===== src/verilog/fwr_pkg.sv =====
// Constants, register map and timing counts for the flash sequencer host.
// Assumes a 200 MHz system clock and an asynchronous parallel NOR flash.
//
// Summary of operation
// - Either strobe may frame a write.
// - Write pulse lasts at least 60 ns.
// - Strobes stay high 30 ns between pulses.
// - Wait 150 ns after reset before writing.
// - Wait 30 ns after write before reading.
// - Program voltage valid 200 ns before write end.
// - Hold program voltage until status shows success.
// - Hold reset low at least 100 ns.
// - Reset held 100 ns after power is stable.
// - Chip erase timeout allows 350 s.
// - Keep 500 us from resume to suspend.
// - No program or erase without program voltage.
package fwr_pkg;
   ////////////////////////////////////////////////////////////////////////////
   // Clock and conversion helpers.
   localparam int FWR_CLK_NS = 5;   // System clock period in ns.
   localparam int FWR_TMW    = 40;  // Timer width, enough for 350 s.

   // Least time in ns to cycles, rounded up, never below one.
   function automatic int fwr_min_cyc(input int ns);
      int c;
      c = (ns + FWR_CLK_NS - 1) / FWR_CLK_NS;
      return (c < 1) ? 1 : c;
   endfunction : fwr_min_cyc

   // Longest time in us to cycles, rounded down, never below one.
   function automatic logic [FWR_TMW-1:0] fwr_us_cyc(input longint us);
      longint c;
      c = (us * 64'd1000) / FWR_CLK_NS;
      return (c < 1) ? 40'h1 : c[FWR_TMW-1:0];
   endfunction : fwr_us_cyc

   ////////////////////////////////////////////////////////////////////////////
   // Pin timing, in ns as printed, and derived phase counts.
   localparam int FWR_T_WP_NS   = 60;   // Write pulse low.
   localparam int FWR_T_WPH_NS  = 30;   // Write pulse high.
   localparam int FWR_T_PHWL_NS = 150;  // Reset high to write strobe low.
   localparam int FWR_T_WHGL_NS = 30;   // Write recovery before read.
   localparam int FWR_T_VPS_NS  = 200;  // Program voltage setup.
   localparam int FWR_T_PLPH_NS = 100;  // Reset low width.
   localparam int FWR_T_ACC_NS  = 90;   // Read access time.
   localparam int FWR_T_QRY_NS  = 100;  // Extra ready delay after query.
   localparam int FWR_T_HZ_NS   = 20;   // Output float after strobes high.
   localparam int FWR_T_PHQV_NS = 150;  // Reset high to valid output.
   localparam int FWR_SYNC_LAT  = 2;    // Data bus synchroniser depth.

   localparam logic [7:0] FWR_WP_CYC   = 8'(fwr_min_cyc(FWR_T_WP_NS));
   localparam logic [7:0] FWR_REC_CYC  = 8'(fwr_min_cyc(
      (FWR_T_WPH_NS > FWR_T_WHGL_NS) ? FWR_T_WPH_NS : FWR_T_WHGL_NS));
   localparam logic [7:0] FWR_RREC_CYC = 8'(fwr_min_cyc(
      (FWR_T_PHWL_NS > FWR_T_PHQV_NS) ? FWR_T_PHWL_NS : FWR_T_PHQV_NS));
   localparam logic [7:0] FWR_VPS_CYC  = 8'(fwr_min_cyc(FWR_T_VPS_NS));
   localparam logic [7:0] FWR_PLPH_CYC = 8'(fwr_min_cyc(FWR_T_PLPH_NS));
   localparam logic [7:0] FWR_RD_CYC   = 8'(fwr_min_cyc(
      FWR_T_ACC_NS + FWR_T_QRY_NS) + FWR_SYNC_LAT);
   localparam logic [7:0] FWR_HZ_CYC   = 8'(fwr_min_cyc(FWR_T_HZ_NS));

   ////////////////////////////////////////////////////////////////////////////
   // Operation limits, in their printed units.
   localparam longint FWR_T_PROG_US   = 200;      // Word program.
   localparam longint FWR_T_BERASE_US = 8000000;  // Block erase, 8 s.
   localparam longint FWR_T_CHIP_US   = 350000000; // Full chip, 350 s.
   localparam longint FWR_T_SUSP_P_US = 10;       // Program suspend.
   localparam longint FWR_T_SUSP_E_US = 20;       // Erase suspend.
   localparam longint FWR_T_RSTAB_US  = 22;       // Reset abort.
   localparam longint FWR_T_GAP_US    = 500;      // Resume to suspend.
   localparam logic [FWR_TMW-1:0] FWR_SUSP_P_CYC = fwr_us_cyc(FWR_T_SUSP_P_US);
   localparam logic [FWR_TMW-1:0] FWR_SUSP_E_CYC = fwr_us_cyc(FWR_T_SUSP_E_US);

   ////////////////////////////////////////////////////////////////////////////
   // Register map and fields.
   localparam logic [7:0] FWR_REG_CTRL = 8'h00;  // Command strobes.
   localparam logic [7:0] FWR_REG_ADDR = 8'h04;  // Flash word address.
   localparam logic [7:0] FWR_REG_WDAT = 8'h08;  // Flash write data.
   localparam logic [7:0] FWR_REG_STAT = 8'h0C;  // Status, write 1 clears.
   localparam logic [7:0] FWR_REG_CFG  = 8'h10;  // Pin levels, timeout.
   localparam int FWR_C_WR = 0;     // Issue one write cycle.
   localparam int FWR_C_RD = 1;     // Issue one status read.
   localparam int FWR_C_RST = 2;    // Pulse the flash reset.
   localparam int FWR_C_POLL = 3;   // Poll until ready or timeout.
   localparam int FWR_C_PROG = 4;   // Write starts program or erase.
   localparam int FWR_C_RES = 5;    // Write is an erase resume.
   localparam int FWR_C_SUSP = 6;   // Write is an erase suspend.
   localparam int FWR_C_W = 7;      // Command field width.
   localparam int FWR_G_VPP = 0;    // Program voltage request.
   localparam int FWR_G_WP = 1;     // Write-protect pin level.
   localparam int FWR_G_CLS = 4;    // Timeout class, three bits.
   localparam logic [6:0] FWR_CFG_RST = 7'h02;
   localparam int FWR_S_BUSY = 0, FWR_S_DONE = 1, FWR_S_TMO = 2;
   localparam int FWR_S_ERR = 3, FWR_S_REF = 4, FWR_S_VH = 5;
   localparam int FWR_S_RUN = 6, FWR_S_VAL = 16;
   localparam int FWR_SR_RDY = 7;                 // Ready status bit.
   localparam logic [15:0] FWR_SR_ERR = 16'h003A; // Operation error bits.
endpackage : fwr_pkg


===== src/verilog/fwr_tmr_if.sv =====
// Interface between the sequencer and a down-counting timer.
// Assumes both ends share sys_clk.
`timescale 1ns/1ps
interface fwr_tmr_if #(parameter int W = 40);
   logic         load;   // Load the count this cycle.
   logic [W-1:0] count;  // Cycles until done.
   logic         done;   // Timer has run out.
   modport ctl (output load, output count, input done);
   modport tmr (input load, input count, output done);
endinterface : fwr_tmr_if


===== src/verilog/fwr_top.sv =====
// Host sequencer for an asynchronous NOR flash: writes, status polls, reset.
// Assumes a single sys_clk; the flash pins are wired outside this module.
`timescale 1ns/1ps
module fwr_top
   import fwr_pkg::*;
#(
   parameter int                 AW           = 21,
   parameter logic [FWR_TMW-1:0] T_PROG_CYC   = fwr_us_cyc(FWR_T_PROG_US),
   parameter logic [FWR_TMW-1:0] T_BERASE_CYC = fwr_us_cyc(FWR_T_BERASE_US),
   parameter logic [FWR_TMW-1:0] T_CHIP_CYC   = fwr_us_cyc(FWR_T_CHIP_US),
   parameter logic [FWR_TMW-1:0] T_RSTAB_CYC  = fwr_us_cyc(FWR_T_RSTAB_US),
   parameter logic [FWR_TMW-1:0] T_GAP_CYC    = fwr_us_cyc(FWR_T_GAP_US)
) (
   input  wire logic          sys_clk,
   input  wire logic          rst_n,
   input  wire logic [7:0]    reg_addr,
   input  wire logic [31:0]   reg_wdata,
   input  wire logic          reg_wr,
   input  wire logic          reg_rd,
   output logic      [31:0]   reg_rdata,
   output logic               fl_ce_n,
   output logic               fl_we_n,
   output logic               fl_oe_n,
   output logic               fl_rst_n,
   output logic               fl_wp_n,
   output logic               fl_vpp_en,
   output logic      [AW-1:0] fl_addr,
   input  wire logic [15:0]   fl_dq_i,
   output logic      [15:0]   fl_dq_o,
   output logic               fl_dq_oe
);
   ////////////////////////////////////////////////////////////////////////////
   // Elaboration checks.
   if (AW < 1 || AW > 32) begin : g_bad_aw
      $error("fwr_top: address width must be 1 to 32");
   end
   if (T_GAP_CYC == '0 || T_RSTAB_CYC == '0) begin : g_bad_cyc
      $error("fwr_top: timing counts must be nonzero");
   end

   ////////////////////////////////////////////////////////////////////////////
   // Types, helpers and submodules.
   typedef enum logic [8:0] {
      ST_PWR  = 9'h001,  // Power-up reset hold.
      ST_RLOW = 9'h002,  // Commanded reset hold.
      ST_RREC = 9'h004,  // Recovery after reset release.
      ST_IDLE = 9'h008,  // Waiting for a command.
      ST_WSET = 9'h010,  // Chip enable low, data driven.
      ST_WLOW = 9'h020,  // Write strobe low.
      ST_WREC = 9'h040,  // Strobes high, recovery.
      ST_RLO  = 9'h080,  // Read strobes low, access.
      ST_RHI  = 9'h100   // Read strobes high, bus float.
   } fwr_st_t;

   fwr_tmr_if #(.W(FWR_TMW)) tm0 ();  // Timeouts and abort hold.
   fwr_tmr_if #(.W(FWR_TMW)) tm1 ();  // Resume to suspend spacing.
   logic [15:0] dq_s;                 // Synchronised data bus.

   fwr_timer #(.W(FWR_TMW)) u_tm0 (.sys_clk(sys_clk), .rst_n(rst_n),
                                   .t(tm0.tmr));
   fwr_timer #(.W(FWR_TMW)) u_tm1 (.sys_clk(sys_clk), .rst_n(rst_n),
                                   .t(tm1.tmr));
   fwr_sync  #(.W(16))      u_sync (.sys_clk(sys_clk), .rst_n(rst_n),
                                    .d(fl_dq_i), .q(dq_s));

   // Timeout for a completion poll, by class.
   function automatic logic [FWR_TMW-1:0] tmo_of(input logic [2:0] cls);
      case (cls)
         3'h0:    tmo_of = T_PROG_CYC;
         3'h1:    tmo_of = T_BERASE_CYC;
         3'h3:    tmo_of = FWR_SUSP_P_CYC;
         3'h4:    tmo_of = FWR_SUSP_E_CYC;
         default: tmo_of = T_CHIP_CYC;
      endcase
   endfunction : tmo_of

   ////////////////////////////////////////////////////////////////////////////
   // Register file state.
   logic [6:0]         cfg_r, cfg_nxt;      // Pin levels and class.
   logic [AW-1:0]      adr_r, adr_nxt;      // Flash address.
   logic [15:0]        wd_r, wd_nxt;        // Flash write data.
   logic [FWR_C_W-1:0] cmd_r, cmd_nxt;      // Pending command.
   logic               cmdv_r, cmdv_nxt;    // Command pending.
   logic [4:1]         stk_r, stk_nxt;      // Sticky status bits.
   logic [31:0]        rdat_r, rdat_nxt;    // Read data.
   // Sequencer state.
   fwr_st_t            st_r, st_nxt;        // Sequencer state.
   logic [7:0]         ph_r, ph_nxt;        // Phase counter.
   logic               ce_r, ce_nxt;        // Chip enable, active low.
   logic               we_r, we_nxt;        // Write enable, active low.
   logic               oe_r, oe_nxt;        // Output enable, active low.
   logic               frs_r, frs_nxt;      // Flash reset, active low.
   logic               vpp_r, vpp_nxt;      // Program voltage enable.
   logic [AW-1:0]      fa_r, fa_nxt;        // Address pins.
   logic [15:0]        dqo_r, dqo_nxt;      // Data pins out.
   logic               dqe_r, dqe_nxt;      // Data pins enable.
   logic [7:0]         vc_r, vc_nxt;        // Program voltage settle.
   logic               vh_r, vh_nxt;        // Voltage hold.
   logic               run_r, run_nxt;      // Operation in flight.
   logic               poll_r, poll_nxt;    // Polling for ready.
   logic               wpg_r, wpg_nxt;      // Current write programs.
   logic               wrs_r, wrs_nxt;      // Current write resumes.
   logic [15:0]        srv_r, srv_nxt;      // Last status read value.
   // Events from the sequencer to the register file.
   logic               take;                // Pending command consumed.
   logic [4:1]         ev;                  // Sticky set events.
   logic               busy;                // Command pending or running.

   assign busy = cmdv_r | (st_r != ST_IDLE);

   ////////////////////////////////////////////////////////////////////////////
   // Register file next state. A set from the sequencer wins over a clear
   // written by software in the same cycle.
   always_comb begin
      cfg_nxt  = cfg_r;
      adr_nxt  = adr_r;
      wd_nxt   = wd_r;
      cmd_nxt  = cmd_r;
      cmdv_nxt = cmdv_r & ~take;
      stk_nxt  = stk_r | ev;
      rdat_nxt = 32'h0000_0000;
      if (reg_wr) begin
         case (reg_addr)
            FWR_REG_CTRL: begin
               // One command at a time; a second one is refused.
               if (cmdv_r) begin
                  stk_nxt[FWR_S_REF] = 1'b1;
               end else begin
                  cmd_nxt  = reg_wdata[FWR_C_W-1:0];
                  cmdv_nxt = 1'b1;
               end
            end
            FWR_REG_ADDR: adr_nxt = reg_wdata[AW-1:0];
            FWR_REG_WDAT: wd_nxt  = reg_wdata[15:0];
            FWR_REG_STAT: stk_nxt = (stk_r & ~reg_wdata[4:1]) | ev;
            FWR_REG_CFG:  cfg_nxt = reg_wdata[6:0];
            default: ;  // Unmapped writes are dropped.
         endcase
      end
      if (reg_rd) begin
         case (reg_addr)
            FWR_REG_ADDR: rdat_nxt = 32'(adr_r);
            FWR_REG_WDAT: rdat_nxt = {16'h0000, wd_r};
            FWR_REG_STAT: rdat_nxt = {srv_r, 9'h000, run_r, vh_r,
                                      stk_r, busy};
            FWR_REG_CFG:  rdat_nxt = {25'h0, cfg_r};
            default:      rdat_nxt = 32'h0000_0000;  // CTRL, unmapped.
         endcase
      end
   end

   // Register file flops.
   always_ff @(posedge sys_clk or negedge rst_n) begin
      if (!rst_n) begin
         cfg_r  <= FWR_CFG_RST;
         adr_r  <= '0;
         wd_r   <= 16'h0000;
         cmd_r  <= '0;
         cmdv_r <= 1'b0;
         stk_r  <= 4'h0;
         rdat_r <= 32'h0000_0000;
      end else begin
         cfg_r  <= cfg_nxt;
         adr_r  <= adr_nxt;
         wd_r   <= wd_nxt;
         cmd_r  <= cmd_nxt;
         cmdv_r <= cmdv_nxt;
         stk_r  <= stk_nxt;
         rdat_r <= rdat_nxt;
      end
   end

   ////////////////////////////////////////////////////////////////////////////
   // Sequencer next state. Chip enable falls a cycle before write enable
   // and both rise together, so the pulse widths hold for either framing.
   always_comb begin
      st_nxt = st_r;
      ph_nxt = (ph_r == 8'h00) ? 8'h00 : 8'(ph_r - 1'b1);
      {ce_nxt, we_nxt, oe_nxt, frs_nxt} = {ce_r, we_r, oe_r, frs_r};
      {fa_nxt, dqo_nxt, dqe_nxt} = {fa_r, dqo_r, dqe_r};
      {vh_nxt, run_nxt, poll_nxt} = {vh_r, run_r, poll_r};
      {wpg_nxt, wrs_nxt, srv_nxt} = {wpg_r, wrs_r, srv_r};
      take = 1'b0;
      ev   = 4'h0;
      tm0.load = 1'b0;
      tm0.count = '0;
      tm1.load = 1'b0;
      tm1.count = '0;
      // Voltage stays up until a started operation succeeds or a reset is commanded.
      vpp_nxt = cfg_r[FWR_G_VPP] | vh_r;
      vc_nxt = !vpp_r ? 8'h00 :
               (vc_r == FWR_VPS_CYC) ? vc_r : 8'(vc_r + 1'b1);
      case (st_r)
         ST_PWR, ST_RLOW: begin
            // The long hold applies only when an operation was running.
            if (ph_r == 8'h00 && tm0.done) begin
               frs_nxt = 1'b1;
               ph_nxt  = FWR_RREC_CYC;
               st_nxt  = ST_RREC;
            end
         end
         ST_RREC: begin
            if (ph_r == 8'h00) begin
               st_nxt = ST_IDLE;
            end
         end
         ST_IDLE: begin
            if (!cmdv_r) begin
               st_nxt = ST_IDLE;
            end else if (cmd_r[FWR_C_RST]) begin
               take      = 1'b1;
               frs_nxt   = 1'b0;
               ph_nxt    = FWR_PLPH_CYC;
               tm0.load  = 1'b1;
               tm0.count = run_r ? T_RSTAB_CYC : '0;
               {vh_nxt, run_nxt, poll_nxt} = 3'b000;
               st_nxt    = ST_RLOW;
            end else if (cmd_r[FWR_C_WR]) begin
               if (cmd_r[FWR_C_PROG] && !cfg_r[FWR_G_VPP]) begin
                  take = 1'b1;
                  ev[FWR_S_REF] = 1'b1;
               end else if (!cmd_r[FWR_C_SUSP] || tm1.done) begin
                  take    = 1'b1;
                  fa_nxt  = adr_r;
                  dqo_nxt = wd_r;
                  dqe_nxt = 1'b1;
                  ce_nxt  = 1'b0;
                  wpg_nxt = cmd_r[FWR_C_PROG];
                  wrs_nxt = cmd_r[FWR_C_RES];
                  st_nxt  = ST_WSET;
               end
            end else if (cmd_r[FWR_C_RD] || cmd_r[FWR_C_POLL]) begin
               take     = 1'b1;
               fa_nxt   = adr_r;
               {ce_nxt, oe_nxt} = 2'b00;
               ph_nxt   = FWR_RD_CYC;
               poll_nxt = cmd_r[FWR_C_POLL];
               tm0.load  = cmd_r[FWR_C_POLL];
               tm0.count = tmo_of(cfg_r[FWR_G_CLS +: 3]);
               st_nxt   = ST_RLO;
            end else begin
               take = 1'b1;  // Empty command.
            end
         end
         ST_WSET: begin
            we_nxt = 1'b0;
            ph_nxt = FWR_WP_CYC;
            st_nxt = ST_WLOW;
         end
         ST_WLOW: begin
            if (ph_r == 8'h00 && (!wpg_r || vc_r == FWR_VPS_CYC)) begin
               {ce_nxt, we_nxt} = 2'b11;
               dqe_nxt = 1'b0;
               ph_nxt  = FWR_REC_CYC;
               ev[FWR_S_DONE] = 1'b1;
               if (wpg_r) begin
                  run_nxt = 1'b1;
                  vh_nxt  = 1'b1;
               end
               tm1.load  = wrs_r;
               tm1.count = T_GAP_CYC;
               st_nxt  = ST_WREC;
            end
         end
         ST_WREC: begin
            if (ph_r == 8'h00) begin
               st_nxt = ST_IDLE;
            end
         end
         ST_RLO: begin
            if (ph_r == 8'h00) begin
               srv_nxt = dq_s;
               {ce_nxt, oe_nxt} = 2'b11;
               ph_nxt  = FWR_HZ_CYC;
               st_nxt  = ST_RHI;
            end
         end
         ST_RHI: begin
            if (ph_r != 8'h00) begin
               st_nxt = ST_RHI;
            end else if (!poll_r) begin
               ev[FWR_S_DONE] = 1'b1;
               st_nxt = ST_IDLE;
            end else if (srv_r[FWR_SR_RDY]) begin
               ev[FWR_S_DONE] = 1'b1;
               ev[FWR_S_ERR]  = (srv_r & FWR_SR_ERR) != 16'h0000;
               vh_nxt   = vh_r & ((srv_r & FWR_SR_ERR) != 16'h0000);
               run_nxt  = 1'b0;
               poll_nxt = 1'b0;
               st_nxt   = ST_IDLE;
            end else if (tm0.done) begin
               ev[FWR_S_TMO] = 1'b1;
               poll_nxt = 1'b0;
               st_nxt   = ST_IDLE;
            end else begin
               {ce_nxt, oe_nxt} = 2'b00;
               ph_nxt = FWR_RD_CYC;
               st_nxt = ST_RLO;
            end
         end
         default: begin
            st_nxt = ST_IDLE;
         end
      endcase
   end

   // Sequencer flops. The flash reset is held low from power-up.
   always_ff @(posedge sys_clk or negedge rst_n) begin
      if (!rst_n) begin
         st_r   <= ST_PWR;
         ph_r   <= FWR_PLPH_CYC;
         {ce_r, we_r, oe_r, frs_r} <= 4'b1110;
         {vpp_r, vh_r, run_r, poll_r, wpg_r, wrs_r} <= 6'h00;
         fa_r   <= '0;
         dqo_r  <= 16'h0000;
         dqe_r  <= 1'b0;
         vc_r   <= 8'h00;
         srv_r  <= 16'h0000;
      end else begin
         st_r   <= st_nxt;
         ph_r   <= ph_nxt;
         {ce_r, we_r, oe_r, frs_r} <= {ce_nxt, we_nxt, oe_nxt, frs_nxt};
         {vpp_r, vh_r, run_r, poll_r} <= {vpp_nxt, vh_nxt, run_nxt, poll_nxt};
         {wpg_r, wrs_r} <= {wpg_nxt, wrs_nxt};
         fa_r   <= fa_nxt;
         dqo_r  <= dqo_nxt;
         dqe_r  <= dqe_nxt;
         vc_r   <= vc_nxt;
         srv_r  <= srv_nxt;
      end
   end

   ////////////////////////////////////////////////////////////////////////////
   // Outputs, each straight from a flop.
   assign reg_rdata = rdat_r;
   assign fl_ce_n   = ce_r;
   assign fl_we_n   = we_r;
   assign fl_oe_n   = oe_r;
   assign fl_rst_n  = frs_r;
   assign fl_wp_n   = cfg_r[FWR_G_WP];
   assign fl_vpp_en = vpp_r;
   assign fl_addr   = fa_r;
   assign fl_dq_o   = dqo_r;
   assign fl_dq_oe  = dqe_r;
endmodule : fwr_top


===== src/verilog/fwr_timer.sv =====
// Down-counting timer used for timeouts and long reset holds.
// Assumes load is a one-cycle pulse from logic on sys_clk.
`timescale 1ns/1ps
module fwr_timer #(
   parameter int W = 40
) (
   input  wire logic sys_clk,
   input  wire logic rst_n,
   fwr_tmr_if.tmr    t
);
   ////////////////////////////////////////////////////////////////////////////
   logic [W-1:0] cnt_r;    // Remaining cycles.
   logic [W-1:0] cnt_nxt;  // Next remaining cycles.

   // A load restarts the count; otherwise it falls to zero and stays.
   always_comb begin
      cnt_nxt = cnt_r;
      if (t.load) begin
         cnt_nxt = t.count;
      end else if (cnt_r != '0) begin
         cnt_nxt = W'(cnt_r - 1'b1);
      end
   end

   // Register only.
   always_ff @(posedge sys_clk or negedge rst_n) begin
      if (!rst_n) begin
         cnt_r <= '0;
      end else begin
         cnt_r <= cnt_nxt;
      end
   end

   assign t.done = (cnt_r == '0);
endmodule : fwr_timer


===== src/verilog/fwr_sync.sv =====
// Two-stage synchroniser for the flash data bus.
// Assumes the bus is held stable while it is sampled.
`timescale 1ns/1ps
module fwr_sync #(
   parameter int W = 16
) (
   input  wire logic         sys_clk,
   input  wire logic         rst_n,
   input  wire logic [W-1:0] d,
   output logic      [W-1:0] q
);
   ////////////////////////////////////////////////////////////////////////////
   logic [W-1:0] s1_r;   // First stage, read only by the second.
   logic [W-1:0] s1_nxt; // First stage next value.
   logic [W-1:0] s2_r;   // Second stage.

   // The pin is asynchronous to sys_clk.
   always_comb begin
      s1_nxt = d;
   end

   // Register only.
   always_ff @(posedge sys_clk or negedge rst_n) begin
      if (!rst_n) begin
         s1_r <= '0;
         s2_r <= '0;
      end else begin
         s1_r <= s1_nxt;
         s2_r <= s1_r;
      end
   end

   assign q = s2_r;
endmodule : fwr_sync


===== config.mk =====
export PLATFORM = sky130hd
export DESIGN_NAME = fwr_top
export DESIGN_NICKNAME = d
export VERILOG_FILES = /design/src/verilog/fwr_pkg.sv /design/src/verilog/fwr_tmr_if.sv /design/src/verilog/fwr_top.sv /design/src/verilog/fwr_timer.sv /design/src/verilog/fwr_sync.sv
export SDC_FILE = /design/constraint.sdc
export NUM_CORES = 1
export LEC_CHECK = 0
export BUFFER_PORTS_ARGS = -buffer_cell sky130_fd_sc_hd__clkbuf_2
export CAP_MARGIN = 20
export CORE_ASPECT_RATIO = 0.6
export CORE_MARGIN = 1
export CORE_UTILIZATION = 50
export CTS_CLUSTER_DIAMETER = 100
export DETAILED_ROUTE_END_ITERATION = 6
export GPL_ROUTABILITY_DRIVEN = 0
export PLACE_DENSITY = 0.77
export SLEW_MARGIN = 20
export SYNTH_ARGS = -nofsm -noshare
export SYNTH_HDL_FRONTEND = slang
export SYNTH_SLANG_ARGS = --single-unit

===== constraint.sdc =====
create_clock -name sys_clk -period 2.6 [get_ports sys_clk]
set_input_delay 0.26 -clock sys_clk [delete_from_list [all_inputs] [get_ports sys_clk]]
set_output_delay 0.26 -clock sys_clk [all_outputs]
set_load 0.05 [all_outputs]

==> key figures <==
Power
  – Logic gate share of total power: 16.8%
  – Leak Pwr: 7.967 nW
  – NetSw: 3.173 mW
  – Power per standard cell area: 703.8 nW/um^2
  – Clk pwr share: 37.9%
  – Register share of total power: 45.4%
  – Worst IR Drop VDD: 0.4861 mV
  – Switching share of total power: 27.45%
  – Int Power: 8.386 mW

Worst setup path
  – Required @ worst endpoint: 3050 ps
  – Cells on worst reg2reg path: 8
  – RR Startpoint: u_tm1.cnt_r[22]$_DFFE_PN0P_
  – Crit. End Element: flip-flop
  – Crit path DAT: 3180 ps
  – Critical-path maximum fanout: 5
  – Slowest stage cell, crit path: or4b_4
  – R2r endpoint: fl_addr[8]$_DFFE_PN0P_
  – Startpoint types: flip-flop
  – R2R setup slack: -130 ps
  – Slowest stage delay, CP: 640 ps
  – Crit Path Category: flip-flop to flip-flop
  – Crit-path cells: nor4_2 -> nand4_1 -> or4b_4 -> a21o_1 -> a21oi_4 -> buf_12 -> clkbuf_16 -> mux2_4

Routing
  – Pre-antenna DRT Iters: 6
  – Wirelength, routed: 36460 um
  – DRT antenna net count: 0
  – Drt drc: 0
  – Via count: 10343
  – Via density: 5.982
  – Initial drt markers: 1232
  – Detailed-route wire length per cell: 21.09 um

Yosys
  – Most common cell in the synthesized netlist: dfrtp_1
  – Syn. warnings: 0
  – Seq cells post-synth: 289
  – Sequential area share after synthesis: 56.60%
  – Synth top area share: 55.16%
  – Commonest cells post-synth: 282 x dfrtp_1, 128 x nor2_1, 103 x mux2_2
  – Post-synth ARST share: 100.0%
  – Main synth FF type: dfrtp_1
  – Syn Nets: 1189
  – Post-synth EDFFs: 0
  – Synth unique cells: 73
  – Cell taking the most area after synthesis: dfrtp_1
  – Ranking of synthesized cells by area: dfrtp_1 55%, mux2_2 9.1%, nor2_1 3.8%
  – Synthesized cell area: 12790 sq um
  – Mean Syn Cell Area: 11.41 sq um
  – Cells after Synth: 1121

Min path
  – Min-delay src: reg_wdata[0]
  – Hold Path Sink: wd_r[0]$_DFFE_PN0P_
  – Hold Path Depth: 2
  – Min-Delay Path Class: input pin to flip-flop

Status
  – Failing checks: negative setup slack
  – Outcome: complete, but fails checks

Clock tree
  – CTS Buffer Depth: 3
  – Root Driver: clkbuf_16
  – Worst-path clk slew: 70 ps
  – Clock Latency Late Sink: 570 ps
  – Count of clock tree sinks: 289
  – Total CTS buffers: 26
  – H-tree levels: 1
  – CTS tree: done

Global route
  – First-pass GRT wire length: 56060 um
  – Tot GR Track Use: 27.08%
  – GRT overflow: 0
  – Largest net degree at the start of global routing: 78
  – Vias in the first global route: 10173
  – Initial antenna violation count: 0

Placement
  – Port bufs: 124
  – Hpwl dp: 23050 um
  – DP Worst Slack: -92.77 ps
  – Placed cell area: 14690 sq um

Timing
  – RSZ-0062 raised after global routing: yes
  – Max Slew Vio Count: 0
  – Final setup viols: 39
  – Maximum operating frequency: 366.0 MHz
  – Period utilization: 105.1%
  – Final Skew: 32.74 ps
  – Slew margin rel.: 53.56%
  – Final setup margin: -132.4 ps
  – WHS: 31.08 ps
  – Final hold vios: 0
  – Final setup TNS: -3060 ps
  – Worst slew pin tran: 690.3 ps
  – Period minus WS final: 2732 ps

Layout
  – Layout cells sized above 1: 31.34%
  – Area growth from synthesis to layout: 28.38%
  – Fillcell total: 1712
  – Final core area utilization: 66.59%
  – Post-route design area: 16420 sq um
  – Footprint of the multi-input gates: 5542 sq um
  – Ant diodes: 0
  – # nets final: 1456
  – Reg area: 7241 sq um

Die
  – Top Ports: 136
  – Core box area: 24660 sq um
  – Die area: 26250 sq um
  – Die Y: 125.9 um
  – Cell Rows: 44
  – Die Wd: 208.5 um
  – Starting Density: 51.87%

Run
  – Max_cap viols: 0
[flip-flops by register name, indices dropped and copies added, names as in the netlist, 4 cells and up]
register and flops:
wd_r 16, fl_dq_o 16, u_tm1.cnt_r 40, ph_r 8
adr_r 21, cfg_r 7, stk_r 4, reg_rdata 32
srv_r 16, fl_addr 21, st_r 9, u_sync.s1_r 16
vc_r 8, u_sync.q 16, u_tm0.cnt_r 40, cmd_r 7
[cells by family after synthesis]
group / Yosys count / share of synthesized area [%]
AO/OA/AOI/OAI: 169 / 8.978
adder cells (fa/ha/maj): 8 / 0.7824
buffers and inverters: 62 / 2.024
XOR/XNOR: 75 / 5.134
multiplexers: 111 / 9.702
flip-flops: 289 / 56.60
AND/OR/NAND/NOR: 407 / 16.78
[cell usage in the layout (no fill, tap or decap), types with 30 or more instances in the layout]
cell type	netlist	routed
nand2_1	64	64
clkbuf_2	0	123
nand3_1	43	42
nor2_1	128	128
clkbuf_16	0	30
mux2_2	103	64
o21ai_0	36	35
mux2_4	0	40
buf_4	0	105
dfrtp_1	282	282
a21oi_1	39	39
dlygate4sd3_1	0	32
xor2_1	49	49
[power groups by stage]
stage / Combinational [mW] / Clock (mW) / Sequential, mW
after floorplan: 1.09 / 0 / 5.25
after global placement: 1.76 / 0 / 5.27
after detailed placement: 1.82 / 0 / 5.30
after CTS: 1.87 / 4.40 / 5.22
after global routing: 2.16 / 4.59 / 5.29
final: 1.94 / 4.38 / 5.24
[routing by layer]
metal / vias up / wire length (um) / GRT usage (%)
li1: 4551 / - / -
met1: 5237 / 16370 / 40.07
met2: 495 / 16300 / 40.19
met3: 60 / 3007 / 6.309
met4: 0 / 785 / 7.015
met5: - / 0 / 0
[critical path: cells and delay by family, from the launching register on]
kind | cells | cell delay (ps)
multiplexers | 1 | 310
flip-flops | 1 | 400
AND/OR/NAND/NOR | 3 | 1170
AO/OA/AOI/OAI | 2 | 450
buffers and inverters | 2 | 300
[worst max-delay path by stage]
stage | from | depth (start not counted) | endpoint
2_1_floorplan | u_tm1.cnt_r[2]$_DFFE_PN0P_ | 8 | fl_addr[10]$_DFFE_PN0P_
3_3_place_gp | u_tm1.cnt_r[34]$_DFFE_PN0P_ | 8 | fl_addr[0]$_DFFE_PN0P_
3_5_place_dp | u_tm1.cnt_r[34]$_DFFE_PN0P_ | 8 | fl_addr[18]$_DFFE_PN0P_
4_1_cts | u_tm1.cnt_r[33]$_DFFE_PN0P_ | 8 | fl_addr[7]$_DFFE_PN0P_
5_1_grt | u_tm1.cnt_r[22]$_DFFE_PN0P_ | 8 | fl_addr[8]$_DFFE_PN0P_
6_report | u_tm1.cnt_r[22]$_DFFE_PN0P_ | 8 | fl_addr[8]$_DFFE_PN0P_
[metrics by stage]
stage | power (mW) | std cells
after global placement | 7.031 | 1637
after global routing | 12.04 | 1729
after CTS | 11.49 | 1719
after floorplan | 6.342 | 1121
final | 11.56 | 1729
after detailed placement | 7.117 | 1637
[area by class of cell]
type	count	area share (%)
Tap cell	322	2.453
Clock inverter	11	1.341
Sequential cell	289	44.08
Clock buffer	36	4.677
Timing Repair Buffer	284	13.32
Inverter	17	0.3885
Multi-Input combinational cell	770	33.74
[repair_timing]
item | in CTS | in global routing
cloned | 1 | 5
hold endpoints to repair | 108 | 0
endpoints found under the setup margin | 41 | 62
pin swaps | 3 | 12
hold buffers | 32 | 0
gates resized for setup | 19 | 28
setup buffers | 3 | 5
Note: power is estimated with default switching activity, not from simulation.
